===== src/can_timing_pkg.sv =====
// Package for the CAN bit-timing and interrupt-vector block.
// Assumes one clock domain; shared by the design and the bench.
package can_timing_pkg;

	// Register byte addresses on the Avalon-MM slave.
	localparam logic [3:0] ADDR_TIMING   = 4'h0;
	localparam logic [3:0] ADDR_VECTOR   = 4'h4;
	localparam logic [3:0] ADDR_CONTROL  = 4'h8;
	localparam logic [3:0] ADDR_STATUS   = 4'hC;
	localparam logic [3:0] ADDR_MASK     = 4'h0;
	localparam logic [3:0] ADDR_TIMEOUT  = 4'h0;

	// Timing register fields.
	localparam int WAKE_BIT   = 22;
	localparam int PH2_HI     = 18;
	localparam int PH2_LO     = 16;
	localparam int FREE_BIT   = 15;
	localparam int TRIPLE_BIT = 14;
	localparam int PH1_HI     = 13;
	localparam int PH1_LO     = 11;
	localparam int PROP_HI    = 10;
	localparam int PROP_LO    = 8;
	localparam int SJW_HI     = 7;
	localparam int SJW_LO     = 6;
	localparam int BRP_HI     = 5;
	localparam int BRP_LO     = 0;
	localparam logic [31:0] TIMING_WMASK = 32'h0047FFFF;

	// Control register: operating mode at 23..21.
	localparam int MODE_HI = 23;
	localparam int MODE_LO = 21;
	localparam logic [2:0] MODE_CONFIG = 3'h4;
	localparam logic [2:0] MODE_RESET  = 3'h4;

	// Vector register fields.
	localparam int FILT_HI = 12;
	localparam int FILT_LO = 8;
	localparam int CODE_HI = 6;

	// Interrupt cause codes.
	localparam logic [6:0] CODE_NONE     = 7'h40;
	localparam logic [6:0] CODE_ERROR    = 7'h41;
	localparam logic [6:0] CODE_WAKE     = 7'h42;
	localparam logic [6:0] CODE_OVERFLOW = 7'h43;
	localparam logic [6:0] CODE_ADDR     = 7'h44;
	localparam logic [6:0] CODE_BANDW    = 7'h45;
	localparam logic [6:0] CODE_TIMER    = 7'h46;
	localparam logic [6:0] CODE_MODE     = 7'h47;
	localparam logic [6:0] CODE_INVALID  = 7'h48;

	// Information processing time in quanta, and the triple-sample floor.
	localparam logic [3:0] IPT_QUANTA  = 4'h2;
	localparam logic [5:0] BRP_MIN_TRI = 6'h02;

	// Event sources, one sticky status bit each.
	typedef struct packed {
		logic invalid_message_flag;
		logic mode_change_flag;
		logic timestamp_timer_flag;
		logic bandwidth_error;
		logic system_error_flag;
		logic receive_overflow_flag;
		logic wakeup_flag;
		logic bus_error_flag;
	} event_s;

	// Decoded bit timing offered to the bit engine.
	typedef struct packed {
		logic [3:0] phase_one_length;
		logic [3:0] phase_two_length;
		logic [3:0] propagation_segment;
		logic [1:0] resync_jump_width;
		logic [5:0] baud_prescaler;
		logic       triple_sample_select;
		logic       wakeup_line_filter_enable;
	} timing_s;

endpackage : can_timing_pkg


===== src/can_bit_timing_and_vector.sv =====
// Bit-timing configuration, sampling, wake filter and interrupt vector.
// Assumes an Avalon-MM master on mclk and bus pins from the transceiver.
`timescale 1ns/100ps
module can_bit_timing_and_vector #(
	parameter int FIFOS = 16
) (
	input  wire logic                        mclk,
	input  wire logic                        rst,
	input  wire logic [3:0]                  address,
	input  wire logic                        read,
	input  wire logic                        write,
	input  wire logic [31:0]                 writedata,
	output logic [31:0]                      readdata,
	output logic                             waitrequest,
	input  wire logic                        bus_rx,
	input  wire logic                        sample_point,
	input  wire logic [FIFOS-1:0]            fifo_status_flags,
	input  wire logic [4:0]                  matched_filter_number,
	input  wire logic                        filter_match,
	input  wire can_timing_pkg::event_s      event_pulse,
	output can_timing_pkg::timing_s          timing,
	output logic                             sampled_bit,
	output logic                             wake_line,
	output logic                             irq
);

	// Bus handshake: waitrequest is high while idle and falls for exactly
	// one clock per access, at the edge that first sees the request.
	// answered is high exactly while waitrequest is low, so it marks the
	// edge at which the master takes the answer.
	// A master may raise its next request right at that edge; it is seen
	// one clock later and answered in the same way.

	// Register state.
	logic [31:0]                 timing_reg;
	logic [2:0]                  operating_mode_field;
	can_timing_pkg::event_s      status;
	can_timing_pkg::event_s      mask;
	logic [4:0]                  filter_hold;
	logic [6:0]                  interrupt_cause_code;
	logic                        answered;
	logic [2:0]                  rx_sync;
	logic                        rx_clean;
	logic [1:0]                  samples;
	logic [1:0]                  wake_count;
	logic                        wr_hit;
	logic                        rd_hit;
	logic [6:0]                  next_code;
	logic [3:0]                  ph1;
	logic [3:0]                  ph2;
	logic [3:0]                  auto_ph2;

	// One wait state per access keeps readdata registered.
	// A read loads readdata at the edge that first sees the request, so the
	// word already stands when the master samples waitrequest low.
	// A write commits only at that later edge, where the master takes the
	// answer, so a write is never seen before its transfer is complete.
	assign wr_hit = write && answered;
	assign rd_hit = read && answered == 1'b0;

	always_ff @(posedge mclk or posedge rst) begin
		if (rst) begin
			answered <= 1'b0;
			waitrequest <= 1'b1;
		end else begin
			answered <= (read || write) && !answered;
			waitrequest <= !((read || write) && !answered);
		end
	end

	// config mode gate: timing writes are dropped outside configuration.
	// A dropped write is still answered normally, so software cannot tell
	// from the bus that it was refused; it must read the register back.
	// Bits outside the write mask stay zero and read as zero.
	always_ff @(posedge mclk or posedge rst) begin
		if (rst) begin
			timing_reg <= 32'h00000000;
		end else if (wr_hit && address == can_timing_pkg::ADDR_TIMING
			&& operating_mode_field == can_timing_pkg::MODE_CONFIG) begin
			timing_reg <= writedata & can_timing_pkg::TIMING_WMASK;
		end
	end

	// Control register carries the operating mode.
	// Only the mode field is kept; the rest of the control word belongs to
	// other parts of the controller and reads back as zero here.
	always_ff @(posedge mclk or posedge rst) begin
		if (rst) begin
			operating_mode_field <= can_timing_pkg::MODE_RESET;
		end else if (wr_hit && address == can_timing_pkg::ADDR_CONTROL) begin
			operating_mode_field <=
				writedata[can_timing_pkg::MODE_HI:can_timing_pkg::MODE_LO];
		end
	end

	// Sticky status, write one to clear; a new event wins over the clear.
	// An event pulse in the same cycle as the clear keeps its bit set, so no
	// event is lost when software clears an older one.
	always_ff @(posedge mclk or posedge rst) begin
		if (rst) begin
			status <= '0;
		end else if (wr_hit && address == can_timing_pkg::ADDR_STATUS) begin
			status <= (status & ~writedata[7:0]) | event_pulse;
		end else begin
			status <= status | event_pulse;
		end
	end

	// Interrupt mask, same layout as status.
	// The four-bit address has no free word for it, so it shares the
	// timing word: its low byte lands here on every write to that word,
	// in any mode. Software must write mask and timing together.
	always_ff @(posedge mclk or posedge rst) begin
		if (rst) begin
			mask <= '0;
		end else if (wr_hit && address == can_timing_pkg::ADDR_MASK) begin
			mask <= writedata[7:0];
		end
	end

	// Level interrupt from any unmasked sticky bit.
	// Registered, so the pin never glitches while status and mask change.
	always_ff @(posedge mclk or posedge rst) begin
		if (rst) begin
			irq <= 1'b0;
		end else begin
			irq <= |(status & mask);
		end
	end

	// phase two length and phase one length, field plus one.
	// The fields are three bits wide, so the lengths run from one to eight
	// quanta and need a fourth bit to hold eight.
	assign ph1 = {1'b0, timing_reg[can_timing_pkg::PH1_HI:
		can_timing_pkg::PH1_LO]} + 4'h1;
	assign ph2 = {1'b0, timing_reg[can_timing_pkg::PH2_HI:
		can_timing_pkg::PH2_LO]} + 4'h1;
	// auto length: the larger of phase one and processing time.
	assign auto_ph2 = (ph1 > can_timing_pkg::IPT_QUANTA) ? ph1
		: can_timing_pkg::IPT_QUANTA;

	// Decoded timing to the bit engine, registered.
	// The bit engine sees the new timing one clock after the register
	// changes; writes are only accepted in configuration mode, when the
	// engine is idle, so this delay is harmless.
	always_ff @(posedge mclk or posedge rst) begin
		if (rst) begin
			timing <= '0;
		end else begin
			timing.phase_one_length <= ph1;
			timing.phase_two_length <= timing_reg[can_timing_pkg::FREE_BIT]
				? ph2 : auto_ph2;
			timing.propagation_segment <= {1'b0,
				timing_reg[can_timing_pkg::PROP_HI:can_timing_pkg::PROP_LO]}
				+ 4'h1;
			timing.resync_jump_width <=
				timing_reg[can_timing_pkg::SJW_HI:can_timing_pkg::SJW_LO];
			timing.baud_prescaler <=
				timing_reg[can_timing_pkg::BRP_HI:can_timing_pkg::BRP_LO];
			timing.triple_sample_select <=
				timing_reg[can_timing_pkg::TRIPLE_BIT];
			timing.wakeup_line_filter_enable <=
				timing_reg[can_timing_pkg::WAKE_BIT];
		end
	end

	// Bus pin synchroniser; a change counts when stages two and three agree.
	// The line is asynchronous to mclk; the first stage may go metastable
	// and is read by nothing but the second stage.
	// Requiring two stages to agree also drops one-clock spikes.
	always_ff @(posedge mclk or posedge rst) begin
		if (rst) begin
			rx_sync <= 3'h7;
			rx_clean <= 1'b1;
		end else begin
			rx_sync <= {rx_sync[1:0], bus_rx};
			if (rx_sync[1] == rx_sync[2]) begin
				rx_clean <= rx_sync[2];
			end
		end
	end

	// triple sampling: keep the last three samples, vote at the point.
	// The two older samples sit in a short history; the vote is a two of
	// three majority, so one disturbed clock cannot flip the bit.
	// Single sampling takes the line as it stands at the sample point.
	always_ff @(posedge mclk or posedge rst) begin
		if (rst) begin
			samples <= 2'h3;
			sampled_bit <= 1'b1;
		end else begin
			samples <= {samples[0], rx_clean};
			if (sample_point) begin
				if (timing_reg[can_timing_pkg::TRIPLE_BIT]) begin
					sampled_bit <= (samples[0] & samples[1])
						| (samples[0] & rx_clean) | (samples[1] & rx_clean);
				end else begin
					sampled_bit <= rx_clean;
				end
			end
		end
	end

	// wake filter: a dominant level must hold four clocks to count.
	// Short glitches on a sleeping bus then never wake the controller.
	// With the filter off the cleaned line passes straight through.
	always_ff @(posedge mclk or posedge rst) begin
		if (rst) begin
			wake_count <= 2'h0;
			wake_line <= 1'b1;
		end else if (!timing_reg[can_timing_pkg::WAKE_BIT]) begin
			wake_count <= 2'h0;
			wake_line <= rx_clean;
		end else if (rx_clean) begin
			wake_count <= 2'h0;
			wake_line <= 1'b1;
		end else if (wake_count == 2'h3) begin
			wake_line <= 1'b0;
		end else begin
			wake_count <= wake_count + 2'h1;
		end
	end

	// cause priority: FIFOs first, then the fixed causes.
	// The fixed causes are tried from the bus error down; the FIFO loop
	// runs last and from the top down, so the lowest set FIFO flag wins.
	// Reserved codes are never produced.
	always_comb begin
		next_code = can_timing_pkg::CODE_NONE;
		if (status.bus_error_flag) next_code = can_timing_pkg::CODE_ERROR;
		else if (status.wakeup_flag) next_code = can_timing_pkg::CODE_WAKE;
		else if (status.receive_overflow_flag)
			next_code = can_timing_pkg::CODE_OVERFLOW;
		else if (status.system_error_flag)
			next_code = can_timing_pkg::CODE_ADDR;
		else if (status.bandwidth_error)
			next_code = can_timing_pkg::CODE_BANDW;
		else if (status.timestamp_timer_flag)
			next_code = can_timing_pkg::CODE_TIMER;
		else if (status.mode_change_flag)
			next_code = can_timing_pkg::CODE_MODE;
		else if (status.invalid_message_flag)
			next_code = can_timing_pkg::CODE_INVALID;
		for (int i = FIFOS - 1; i >= 0; i--) begin
			if (fifo_status_flags[i]) next_code = 7'(i);
		end
	end

	// hardware-only vector: filter number held on each match.
	// No bus write reaches this register; the code follows status and the
	// FIFO flags one clock late, and the filter number holds until the
	// next match.
	always_ff @(posedge mclk or posedge rst) begin
		if (rst) begin
			filter_hold <= 5'h00;
			interrupt_cause_code <= can_timing_pkg::CODE_NONE;
		end else begin
			if (filter_match) filter_hold <= matched_filter_number;
			interrupt_cause_code <= next_code;
		end
	end

	// Read mux; unmapped addresses read zero.
	// The mask shares its address with the timing word, which is decoded
	// first, so reading that address returns the timing word.
	always_ff @(posedge mclk or posedge rst) begin
		if (rst) begin
			readdata <= 32'h00000000;
		end else if (rd_hit) begin
			if (address == can_timing_pkg::ADDR_TIMING) begin
				readdata <= timing_reg;
			end else if (address == can_timing_pkg::ADDR_VECTOR) begin
				readdata <= {19'h00000, filter_hold, 1'b0,
					interrupt_cause_code};
			end else if (address == can_timing_pkg::ADDR_CONTROL) begin
				readdata <= {8'h00, operating_mode_field, 21'h000000};
			end else if (address == can_timing_pkg::ADDR_STATUS) begin
				readdata <= {24'h000000, status};
			end else if (address == can_timing_pkg::ADDR_MASK) begin
				readdata <= {24'h000000, mask};
			end else begin
				readdata <= 32'h00000000;
			end
		end
	end

endmodule : can_bit_timing_and_vector


===== config.mk =====
export PLATFORM = sky130hd
export DESIGN_NAME = can_bit_timing_and_vector
export DESIGN_NICKNAME = d
export VERILOG_FILES = /design/src/can_timing_pkg.sv /design/src/can_bit_timing_and_vector.sv
export SDC_FILE = /design/constraint.sdc
export NUM_CORES = 1
export LEC_CHECK = 0
export BUFFER_PORTS_ARGS = -buffer_cell sky130_fd_sc_hd__buf_2
export CAP_MARGIN = 20
export CORE_UTILIZATION = 55
export DETAILED_ROUTE_END_ITERATION = 16
export PLACE_DENSITY = 0.84
export SLEW_MARGIN = 25
export SYNTH_ARGS = -nofsm -noshare
export SYNTH_HDL_FRONTEND = slang
export SYNTH_SLANG_ARGS = --single-unit

===== constraint.sdc =====
create_clock -name mclk -period 9.7 [get_ports mclk]
set_input_delay 0.97 -clock mclk [delete_from_list [all_inputs] [get_ports mclk]]
set_output_delay 0.97 -clock mclk [all_outputs]
set_load 0.05 [all_outputs]

==> impl_metrics.toml <==
[placement]
hpwlAfterDp_um = 6646
post-place-cells = 556
port_buffers = 109
placedInstanceArea_sq_um = 4989
place_congestion = 0.8407

[drt]
post-route-drc-count = 0
vias = 3105
via_per_inst = 5.428
drt-pass1-iter-count = 6
drt_iter0_drc = 155
ant_nets = 0
drt_wl_total_um = 9160
avgRoutedWirePerCell_um = 16.01

[synthesis]
muxShareOfSynthArea_pct = 11.68
yosysWarnings = 0
async_flop_share_pct = 100.0
ys_seq_area_share_pct = 60.85
synth_compound_area_share_pct = 10.77
synthCells = 357
synth-edff-count = 0
synth_top_family_by_area = "multiplexers"
ys_seq_elements = 106
synth_xor_area_share_pct = 0.7995
synth-simple-area-share_pct = 10.28
syn_area_sq_um = 4382
synth.distinct_cells = 44
synth_fa_ha_area_share_pct = 1.371
syn_avg_cell_area_sq_um = 12.27
synth-main-ff-cell = "dfrtp_1"

[finish]
layout_commonest_cell = "buf_2"
fin_nets = 541
diodes = 0
largest_register_ffs = 42
drive_gt1_share_pct = 38.94
fin_cells = 572
area_growth_pct = 18.85
mostFrequentLayoutCells = "109 x buf_2, 95 x dfrtp_1, 43 x nand2_1"
final_area_sq_um = 5207

[setup_path]
critPathLaunch = "address[1]"
worstSetupPathType = "primary input to flip-flop"
endpoint_kind = "flip-flop"
reg2reg_setup_slack_ps = 7450
start_kind = "primary input"
regToRegEndpoint = "timing_reg[12]$_DFFE_PP0P_"
path_max_fanout = 21
ff2ff_path_depth = 3
r2r_start = "answered$_DFF_PP0_"
arrival_ps = 3520
cp.required_ps = 9950

[global_routing]
use_met2_pct = 39.14
busiest_layer = "met2"
overflow = 0
track_usage_pct = 23.14
grt_use_met1_pct = 29.53
grt_max_degree = 58
grt_pass1_vias = 3066
grt_first_pass_wirelength_um = 14740
antenna_found_initial = 0
grtUsageMet3_pct = 5.193

[die]
die_x_um = 91.26
core-area_sq_um = 7727
dieArea_sq_um = 8327
fp-row-count = 32
die_height_um = 91.26
ios = 130
start_util_pct = 56.70

[sta]
fin_crit_sh_pct = 33.68
worst_slew_pin_slew_ps = 781.5
slew_viol_final = 0
max_freq_mhz = 306.1
fin_worst_skew_ps = 9.723
setup_viol = 0
slew_headroom_pct = 47.84
hold_viol = 0
rsz0062_at_grt = "false"
period_needed_ps = 3267
setup_tns_ps = 0

[min_path]
min_path_type = "flip-flop to flip-flop"
whs_endpoint = "rx_sync[1]$_DFF_PP1_"
worstHoldStart = "rx_sync[0]$_DFF_PP1_"
min_path_cells = 0

[clocking]
cts_resized = 0
htree_num_levels = 3
cts_root_buf = "clkbuf_8"
cts_buffer_depth = 2
cts_tree = "yes"
clkSlewWorstSetupHoldPaths_ps = 100
clk_latency_ps = 370
post-cts-setup-buffers = 0
cts_buffers = 9
clkSinkCount = 106
cts_hold_buf = 0

[pwr]
p_per_area_nw_per_um2 = 177.2
leakage_nw = 2.609
irDropWorstVdd_mv = 0.1414

[flow_run]
drv_cap = 0

[status]
outcome = "finished clean"
kinds of logic after synthesis:
group	after synthesis
other	1
muxes	39
AOI/OAI and AO/OA	74
DFF	106
buffers and inverters	33
and+or+nand+nor	95
adders and majority gates	5
xor gates and xnor gates	4
through the flow:
| step | util (%) | power, mW | hold WS (ps) | worst slack [ps] |
|---|---|---|---|---|
| after floorplan | - | 0.6068 | 345.2 | 5959 |
| after global placement | 64.44 | 0.6443 | 349.2 | 6125 |
| after detailed placement | 64.56 | 0.6507 | 355.7 | 6045 |
| after CTS | 67.28 | 0.9264 | 370.3 | 6431 |
| after global routing | 67.39 | 0.9586 | 370.4 | 6302 |
| final | 67.39 | 0.9227 | 369.1 | 6433 |
worst max path at each step:
| stage | slack (ps) | endpoint | cells past startpoint |
|---|---|---|---|
| 2_1_floorplan | 5960 | answered$_DFF_PP0_ | 1 |
| 3_3_place_gp | 6130 | timing_reg[11]$_DFFE_PP0P_ | 6 |
| 3_5_place_dp | 6050 | timing_reg[12]$_DFFE_PP0P_ | 6 |
| 4_1_cts | 6430 | timing_reg[12]$_DFFE_PP0P_ | 6 |
| 5_1_grt | 6300 | timing_reg[16]$_DFFE_PP0P_ | 6 |
| 6_report | 6430 | timing_reg[12]$_DFFE_PP0P_ | 6 |
cells in the mapped netlist (6+ instances only):
cell type,instances,area [sq um]
a21o_1,8,60.06
a21oi_1,12,60.06
a22oi_1,13,97.59
buf_4,11,82.58
clkbuf_1,9,33.78
dfrtp_1,95,2377
dfstp_2,11,289.0
inv_1,9,33.78
mux2_2,17,191.4
mux2_4,20,300.3
nand2_1,43,161.4
nor2_1,21,78.83
nor3_1,6,30.03
o21ai_0,26,130.1
cell type report:
class / count / area (sq um)
timing repair buffer: 112 / 568.0
sequential: 106 / 2666
clock inverter: 7 / 86.33
tap: 102 / 127.6
fill: 592 / 2520
multi-input combinational: 227 / 1599
inverter: 9 / 36.28
clock buffer: 9 / 123.9
metal layers:
layer | up-vias | wire, um
li1 | 1441 | -
met1 | 1541 | 3978
met2 | 113 | 4583
met3 | 10 | 455
met4 | 0 | 142
met5 | - | 0
worst max-delay path, stage by stage:
cell and delay (ps):
buf_2 170, nor4_4 280, buf_4 320, and3_1 500, nand3_2 720, mux2_4 540
power by group:
group	internal, mW	switching (mW)
registers	0.477	0.0207
clock network	0.125	0.156
logic	0.0472	0.0968
total	0.649	0.274
Power figures use the tool's default switching activity.
